[config.mk]
export PLATFORM = sky130hd
export DESIGN_NAME = boundary_scan_tap
export DESIGN_NICKNAME = d
export VERILOG_FILES = /design/src/boundary_scan_tap.v /design/src/bscan_cell.v
export VERILOG_INCLUDE_DIRS = /design/src
export SDC_FILE = /design/constraint.sdc
export NUM_CORES = 1
export LEC_CHECK = 0
export ABC_AREA = 0
export CAP_MARGIN = 20
export CORE_MARGIN = 1
export CORE_UTILIZATION = 67
export DETAILED_ROUTE_END_ITERATION = 10
export DONT_BUFFER_PORTS = 1
export PLACE_DENSITY = 0.84
export SLEW_MARGIN = 20
export SYNTH_ARGS = -nofsm -noshare
export SYNTH_HDL_FRONTEND = slang
export SYNTH_SLANG_ARGS = --single-unit
[constraint.sdc]
create_clock -name clk_sys -period 19.55 [get_ports clk_sys]
set_input_delay 0.9775 -clock clk_sys [delete_from_list [all_inputs] [get_ports clk_sys]]
set_output_delay 0.9775 -clock clk_sys [all_outputs]
set_load 0.005 [all_outputs]
[src/tap_defines.vh]
// constants for the boundary-scan test access port
`ifndef TAP_DEFINES_VH
`define TAP_DEFINES_VH
// ----------------------------------------
// tap states
// ----------------------------------------
`define ST_RESET 4'hf
`define ST_IDLE 4'hc
`define ST_SEL_DR 4'h7
`define ST_CAP_DR 4'h6
`define ST_SH_DR 4'h2
`define ST_EX1_DR 4'h1
`define ST_PAU_DR 4'h3
`define ST_EX2_DR 4'h0
`define ST_UPD_DR 4'h5
`define ST_SEL_IR 4'h4
`define ST_CAP_IR 4'he
`define ST_SH_IR 4'ha
`define ST_EX1_IR 4'h9
`define ST_PAU_IR 4'hb
`define ST_EX2_IR 4'h8
`define ST_UPD_IR 4'hd
// ----------------------------------------
// instructions
// ----------------------------------------
`define IR_W 6
`define OP_EXTEST 6'h00
`define OP_SAMPLE 6'h01
`define OP_IDCODE 6'h02
`define OP_HIGHZ 6'h03
`define OP_CAPTURE 6'h2d
`define OP_CLAMP 6'h3e
`define ID_W 32
// arbitrary identification value
`define ID_VALUE 32'h00000001
// ----------------------------------------
// boundary chain layout
// ----------------------------------------
`define N_RX 12
`define N_TXC 6
`define N_SYS 3
`define N_BIDI 11
`endif

[src/boundary_scan_tap.v]
// tap controller, instruction register and data paths of the test port
`timescale 1ns/10ps
`include "tap_defines.vh"
module boundary_scan_tap #(
  parameter NRX = `N_RX,
  parameter NTX = `N_TXC,
  parameter NSYS = `N_SYS,
  parameter NBIDI = `N_BIDI
) (
  input wire clk_sys,
  input wire rst,
  input wire tck,
  input wire tms,
  input wire tdi,
  input wire trstN,
  output reg tdoOut_ff,
  output reg tdoOeN_ff,
  input wire [NRX-1:0] lane_receive_input,
  input wire [NSYS-1:0] sysPinIn,
  input wire [NTX-1:0] coreTxEn,
  output reg [NTX-1:0] lane_transmit_output_en_ff,
  input wire [NBIDI-1:0] coreBidiOut,
  input wire [NBIDI-1:0] coreBidiOeN,
  input wire [NBIDI-1:0] padBidiIn,
  output reg [NBIDI-1:0] padBidiOut_ff,
  output reg [NBIDI-1:0] padBidiOeN_ff,
  output reg scanMode_ff
);
  localparam NB = NRX + NSYS + NTX + 2 * NBIDI;
  // ----------------------------------------
  // pin synchronisers
  // ----------------------------------------
  reg [3:0] meta_ff;
  reg [3:0] sync_ff;
  reg tckLast_ff;
  always @(posedge clk_sys or posedge rst) begin
    if (rst) begin
      meta_ff <= 4'h8;
      sync_ff <= 4'h8;
      tckLast_ff <= 1'b0;
    end else begin
      meta_ff <= {trstN, tck, tms, tdi};
      sync_ff <= meta_ff;
      tckLast_ff <= sync_ff[2];
    end
  end
  wire tmsS = sync_ff[1];
  wire tdiS = sync_ff[0];
  wire tckRise = sync_ff[2] & ~tckLast_ff;
  wire tckFall = ~sync_ff[2] & tckLast_ff;
  // synchronised trst acts as an async clear; raw pin would glitch clk domain
  wire tapRst = rst | ~sync_ff[3];
  // ----------------------------------------
  // observed pin synchronisers
  // ----------------------------------------
  // observed pins are asynchronous to clk_sys; two flops before any capture
  localparam NOBS = NRX + NSYS + NBIDI;
  reg [NOBS-1:0] obsMeta_ff;
  reg [NOBS-1:0] obsSync_ff;
  always @(posedge clk_sys or posedge rst) begin
    if (rst) begin
      obsMeta_ff <= {NOBS{1'b0}};
      obsSync_ff <= {NOBS{1'b0}};
    end else begin
      obsMeta_ff <= {padBidiIn, sysPinIn, lane_receive_input};
      obsSync_ff <= obsMeta_ff;
    end
  end
  wire [NRX-1:0] rxS = obsSync_ff[NRX-1:0];
  wire [NSYS-1:0] sysS = obsSync_ff[NRX+NSYS-1:NRX];
  wire [NBIDI-1:0] padS = obsSync_ff[NOBS-1:NRX+NSYS];
  // ----------------------------------------
  // tap state machine
  // ----------------------------------------
  reg [3:0] state_ff;
  reg [3:0] nxt_state;
  always @* begin
    case (state_ff)
      `ST_RESET: nxt_state = tmsS ? `ST_RESET : `ST_IDLE;
      `ST_IDLE: nxt_state = tmsS ? `ST_SEL_DR : `ST_IDLE;
      `ST_SEL_DR: nxt_state = tmsS ? `ST_SEL_IR : `ST_CAP_DR;
      `ST_CAP_DR: nxt_state = tmsS ? `ST_EX1_DR : `ST_SH_DR;
      `ST_SH_DR: nxt_state = tmsS ? `ST_EX1_DR : `ST_SH_DR;
      `ST_EX1_DR: nxt_state = tmsS ? `ST_UPD_DR : `ST_PAU_DR;
      `ST_PAU_DR: nxt_state = tmsS ? `ST_EX2_DR : `ST_PAU_DR;
      `ST_EX2_DR: nxt_state = tmsS ? `ST_UPD_DR : `ST_SH_DR;
      `ST_UPD_DR: nxt_state = tmsS ? `ST_SEL_DR : `ST_IDLE;
      `ST_SEL_IR: nxt_state = tmsS ? `ST_RESET : `ST_CAP_IR;
      `ST_CAP_IR: nxt_state = tmsS ? `ST_EX1_IR : `ST_SH_IR;
      `ST_SH_IR: nxt_state = tmsS ? `ST_EX1_IR : `ST_SH_IR;
      `ST_EX1_IR: nxt_state = tmsS ? `ST_UPD_IR : `ST_PAU_IR;
      `ST_PAU_IR: nxt_state = tmsS ? `ST_EX2_IR : `ST_PAU_IR;
      `ST_EX2_IR: nxt_state = tmsS ? `ST_UPD_IR : `ST_SH_IR;
      `ST_UPD_IR: nxt_state = tmsS ? `ST_SEL_DR : `ST_IDLE;
      default: nxt_state = `ST_RESET;
    endcase
  end
  always @(posedge clk_sys or posedge tapRst) begin
    if (tapRst) begin
      state_ff <= `ST_RESET;
    end else if (tckRise) begin
      state_ff <= nxt_state;
    end
  end
  // ----------------------------------------
  // instruction register
  // ----------------------------------------
  reg [`IR_W-1:0] irShift_ff;
  reg [`IR_W-1:0] ir_ff;
  always @(posedge clk_sys or posedge tapRst) begin
    if (tapRst) begin
      irShift_ff <= `OP_CAPTURE;
      ir_ff <= `OP_IDCODE;
    end else if (tckRise) begin
      if (state_ff == `ST_CAP_IR) begin
        irShift_ff <= `OP_CAPTURE;
      end else if (state_ff == `ST_SH_IR) begin
        irShift_ff <= {tdiS, irShift_ff[`IR_W-1:1]};
      end
    end else if (tckFall && state_ff == `ST_UPD_IR) begin
      ir_ff <= irShift_ff;
    end else if (tckFall && state_ff == `ST_RESET) begin
      ir_ff <= `OP_IDCODE;
    end
  end
  // ----------------------------------------
  // instruction decode
  // ----------------------------------------
  wire selBscan = (ir_ff == `OP_EXTEST) | (ir_ff == `OP_SAMPLE);
  wire selId = (ir_ff == `OP_IDCODE);
  wire selBypass = ~selBscan & ~selId;
  wire drivePins = (ir_ff == `OP_EXTEST) | (ir_ff == `OP_CLAMP);
  wire floatPins = (ir_ff == `OP_HIGHZ);
  wire capDr = tckRise & (state_ff == `ST_CAP_DR);
  wire shDr = tckRise & (state_ff == `ST_SH_DR);
  // ----------------------------------------
  // bypass and identification
  // ----------------------------------------
  reg bypass_ff;
  reg [`ID_W-1:0] idShift_ff;
  always @(posedge clk_sys or posedge tapRst) begin
    if (tapRst) begin
      bypass_ff <= 1'b0;
      idShift_ff <= `ID_VALUE;
    end else begin
      if (capDr) begin
        bypass_ff <= 1'b0;
      end else if (shDr) begin
        bypass_ff <= tdiS;
      end
      if (capDr) begin
        idShift_ff <= `ID_VALUE;
      end else if (shDr) begin
        idShift_ff <= {tdiS, idShift_ff[`ID_W-1:1]};
      end
    end
  end
  // ----------------------------------------
  // boundary chain
  // ----------------------------------------
  // order from tdi: bidi data, bidi enable, tx control, system, receive
  // refclk, mode straps, test pins and resistors carry no cell; only the test pins have ports
  wire [NB-1:0] par;
  wire [NB-1:0] sh;
  wire [NB-1:0] upd;
  wire [NB:0] chain;
  assign chain[NB] = tdiS;
  assign par[NRX-1:0] = rxS;
  assign par[NRX+NSYS-1:NRX] = sysS;
  assign par[NRX+NSYS+NTX-1:NRX+NSYS] = coreTxEn;
  assign par[NRX+NSYS+NTX+NBIDI-1:NRX+NSYS+NTX] = ~coreBidiOeN;
  genvar g;
  generate
    for (g = 0; g < NBIDI; g = g + 1) begin : gBidi
      // capture core data when driven and not under test, else pad
      assign par[NB-NBIDI+g] = (~coreBidiOeN[g] && ir_ff != `OP_EXTEST) ?
        coreBidiOut[g] : padS[g];
    end
    for (g = 0; g < NB; g = g + 1) begin : gCell
      bscan_cell uCell (
        .clk_sys(clk_sys),
        .rst(tapRst),
        .capEn(capDr & selBscan),
        .shiftEn(shDr & selBscan),
        .updateEn(tckFall & (state_ff == `ST_UPD_DR) & selBscan),
        .parallelIn(par[g]),
        .serialIn(chain[g+1]),
        .shift_ff(sh[g]),
        .update_ff(upd[g])
      );
      assign chain[g] = sh[g];
    end
  endgenerate
  // ----------------------------------------
  // pin outputs and tdo
  // ----------------------------------------
  wire [NTX-1:0] updTx = upd[NRX+NSYS+NTX-1:NRX+NSYS];
  wire [NBIDI-1:0] updOe = upd[NRX+NSYS+NTX+NBIDI-1:NRX+NSYS+NTX];
  wire [NBIDI-1:0] updDat = upd[NB-1:NB-NBIDI];
  wire tdoSel = (state_ff == `ST_SH_IR) ? irShift_ff[0] :
    selBscan ? chain[0] : selId ? idShift_ff[0] : bypass_ff;
  wire shifting = (state_ff == `ST_SH_IR) | (state_ff == `ST_SH_DR);
  always @(posedge clk_sys or posedge tapRst) begin
    if (tapRst) begin
      tdoOut_ff <= 1'b0;
      tdoOeN_ff <= 1'b1;
      lane_transmit_output_en_ff <= {NTX{1'b0}};
      padBidiOut_ff <= {NBIDI{1'b0}};
      padBidiOeN_ff <= {NBIDI{1'b1}};
      scanMode_ff <= 1'b0;
    end else begin
      if (tckFall) begin
        tdoOut_ff <= tdoSel;
        tdoOeN_ff <= ~shifting;
      end
      scanMode_ff <= drivePins | floatPins;
      // each tx pair gated by its one shared control cell
      lane_transmit_output_en_ff <= floatPins ? {NTX{1'b0}} :
        drivePins ? updTx : coreTxEn;
      padBidiOut_ff <= drivePins ? updDat : coreBidiOut;
      padBidiOeN_ff <= floatPins ? {NBIDI{1'b1}} :
        drivePins ? ~updOe : coreBidiOeN;
    end
  end
endmodule

[src/bscan_cell.v]
// one boundary cell: capture/shift stage plus update latch
`timescale 1ns/10ps
module bscan_cell (
  input wire clk_sys,
  input wire rst,
  input wire capEn,
  input wire shiftEn,
  input wire updateEn,
  input wire parallelIn,
  input wire serialIn,
  output reg shift_ff,
  output reg update_ff
);
  always @(posedge clk_sys or posedge rst) begin
    if (rst) begin
      shift_ff <= 1'b0;
    end else if (capEn) begin
      shift_ff <= parallelIn;
    end else if (shiftEn) begin
      shift_ff <= serialIn;
    end
  end
  // update taken on the falling test clock edge
  always @(posedge clk_sys or posedge rst) begin
    if (rst) begin
      update_ff <= 1'b0;
    end else if (updateEn) begin
      update_ff <= shift_ff;
    end
  end
endmodule

==> impl_metrics.tcl <==
set metrics [dict create \
    clock_latency_ns 0.49 \
    synth_edf_count 0 \
    reg2regPathDepth 4 \
    r2r_end "gCell[29].uCell.update_ff" \
    die_w_um 112.3 \
    fin_crit_sh_pct 13.60 \
    p_leak_nw 4.129 \
    ioPinCount 91 \
    postSynthAreaPerCell_um2 11.75 \
    reg2reg_slack_ns 16.89 \
    synth-async-reset-ratio_pct 100.0 \
    die_h_um 112.3 \
    yosys.area.top_type "dfrtp_1" \
    cp.required_ns 19.91 \
    synthFlopType "dfrtp_1" \
    floorplan.initialDensity_pct 69.93 \
    critPathBufInv 1 \
    cts_resized 0 \
    dieArea_mm2 0.01262 \
    syn2layout_area_growth_pct 8.070 \
    synth_warnings 0 \
    fin_crit_ns 2.659 \
    violations "design-rule violations" \
    grt.overflow.total 0 \
    path_clk_slew_ns 0.06 \
    worstHoldStart "obsMeta_ff[14]" \
    grtUsageTotal_pct 27.37 \
    synth.most_common_cell "dfrtp_1" \
    cts_tree "done" \
    ant_nets 0 \
    r2r_start "state_ff[2]" \
    grt_pass1_vias 5266 \
    cap_violations 0 \
    grt_pass1_wl_um 26820 \
    vias_per_cell 6.266 \
    ys_seq_area_share_pct 65.11 \
    numCtsBuffers 21 \
    crit_path_end_kind "register" \
    yosys-top-cells-count "187 x dfrtp_1, 131 x nand2_1, 69 x o21ai_0" \
    rsz0062_at_grt "no" \
    drt-total-wl_um 16550 \
    holdCritPathClass "register to register" \
    post_cts_buffers 0 \
    drtIter0Drc 395 \
    vias 5245 \
    synthCells 694 \
    netlist.area_leader.share_pct 57.38 \
    min_to "obsSync_ff[14]" \
    cts.sinks 211 \
    cpLargestDelayFamily "flip-flops" \
    startpoint_type "register" \
    post-place-ws_ns 16.69 \
    power_density_mw_per_mm2 148.9 \
    synth_nets 754 \
    drive_gt1_share_pct 14.45 \
    synthTopCellsByArea "dfrtp_1 57%, dfstp_2 7.7%, nand2_1 6.0%" \
    critPathMaxFanout 108 \
    drc 14 \
    slew_headroom_pct 29.45 \
    hold_buffers 0 \
    report.final.slew_viol_count 0 \
    port_buffers 0 \
    hold_depth 0 \
    setup_tns_ns 0 \
    firstDrtPassIters 8 \
    synth-seq-cells 211 \
    fmax_mhz 376.1 \
    grt_max_degree 109 \
    fillers 709 \
    wl_per_cell_um 19.77 \
    critPathSlowestCell "dfstp_4" \
    hold_viol 0 \
    status "complete, but fails checks" \
    vdd_drop_max_mv 0.08891 \
    layout_setup_ws_ns 16.89 \
    max_stage_delay_ns 1.25 \
    worst_slew_pin_slew_ns 1.056 \
    path_cells "nand4_1, nor3_4, buf_4, mux2_2" \
    grt_antenna_before_repair 2 \
    syn-cell-area_mm2 0.008155 \
    cts_buffer_depth 3 \
    cp.arrival_ns 3.02 \
    yosysUniqueCellTypes 45 \
    setup_violations 0 \
    htree_levels 1 \
    gp_congestion 0.8111 \
    path_depth 4 \
    nets 740 \
    clk_root_buffer_cell "clkbuf_16" \
    rows 39 \
    crit_type "register to register" \
    core-area_mm2 0.01166 \
    skew_ns 0.01864 \
    dpl.hpwl_um 10300 \
]
## flip-flops by register name, summed over array words and instances, names as in the netlist, 4 cells and up
register                    cells
state_ff                        4
obsSync_ff                     26
irShift_ff                      6
lane_transmit_output_en_ff      6
gCell.uCell.shift_ff           43
obsMeta_ff                     26
sync_ff                         4
ir_ff                           6
idShift_ff                     31
padBidiOeN_ff                  11
padBidiOut_ff                  11
meta_ff                         4
gCell.uCell.update_ff          28
## layout make-up
type                            instances  area [um^2]  share of cell area, %
Clock inverter                          1        5.005                0.05679
Inverter                               12        45.04                 0.5111
Tap cell                              143        178.9                  2.030
Multi-Input combinational cell        428         2633                  29.87
Timing Repair Buffer                    6        48.80                 0.5537
Clock buffer                           34        584.3                  6.630
Antenna cell                            2        5.005                0.05679
Sequential cell                       211         5314                  60.29
## cell families after synthesis
family	Yosys count	synth area share, %
compound gates	137	10.06
flops	211	65.11
buf+inv	55	2.838
simple gates	227	13.55
mux	64	8.438
## power breakdown
group,switching [mW],total (mW),internal (mW),leakage [nW]
Combinational,0.144,0.271,0.127,1.23
Clock,0.151,0.353,0.203,0.284
Sequential,0.119,0.688,0.569,2.62
## cells in the final DEF, fill, tap and decap left out, types with 15 or more instances in the layout
master / count
dfstp_2: 23
nand2_1: 131
clkbuf_16: 21
o21ai_0: 69
a21oi_1: 18
mux2i_1: 26
nand2b_1: 15
nand3b_1: 30
nor2_1: 19
dfrtp_1: 187
mux2_2: 38
## worst reg2reg max path, stage by stage, from the launching register on
cell     delay, ns
dfstp_4       1.25
nand4_1       0.33
nor3_4        0.17
buf_4         0.39
mux2_2        0.40
## worst max path at each step
stage	slack, ns	start	end
2_1_floorplan	9.17	rst	bypass_ff
3_3_place_gp	16.78	rst	padBidiOut_ff[1]
3_5_place_dp	16.69	rst	scanMode_ff
4_1_cts	16.92	state_ff[2]	gCell[21].uCell.update_ff
5_1_grt	16.78	state_ff[2]	gCell[25].uCell.update_ff
6_report	16.89	state_ff[2]	gCell[29].uCell.update_ff
## through the flow
stage | cells | instance area [um^2] | utilization, % | power [mW] | hold WS [ns]
CTS | 835 | 8805 | 75.50 | 1.315 | 0.3430
finish | 837 | 8813 | 75.57 | 1.312 | 0.3437
floorplan | 694 | 8155 | - | 0.8765 | 0.3312
global placement | 800 | 8215 | 70.44 | 0.9323 | 0.3335
detailed placement | 800 | 8215 | 70.44 | 0.9552 | 0.3347
global route | 836 | 8811 | 75.55 | 1.380 | 0.3541
## routing by layer
| layer | vias to the layer above | GRT usage (%) | part of all wire (%) |
|---|---|---|---|
| li1 | 2356 | - | - |
| met1 | 2651 | 36.86 | 41 |
| met2 | 198 | 44.64 | 49 |
| met3 | 40 | 5.238 | 6.8 |
| met4 | 0 | 11.02 | 3.3 |
| met5 | - | 0 | 0 |
Power figures use the tool's default switching activity.
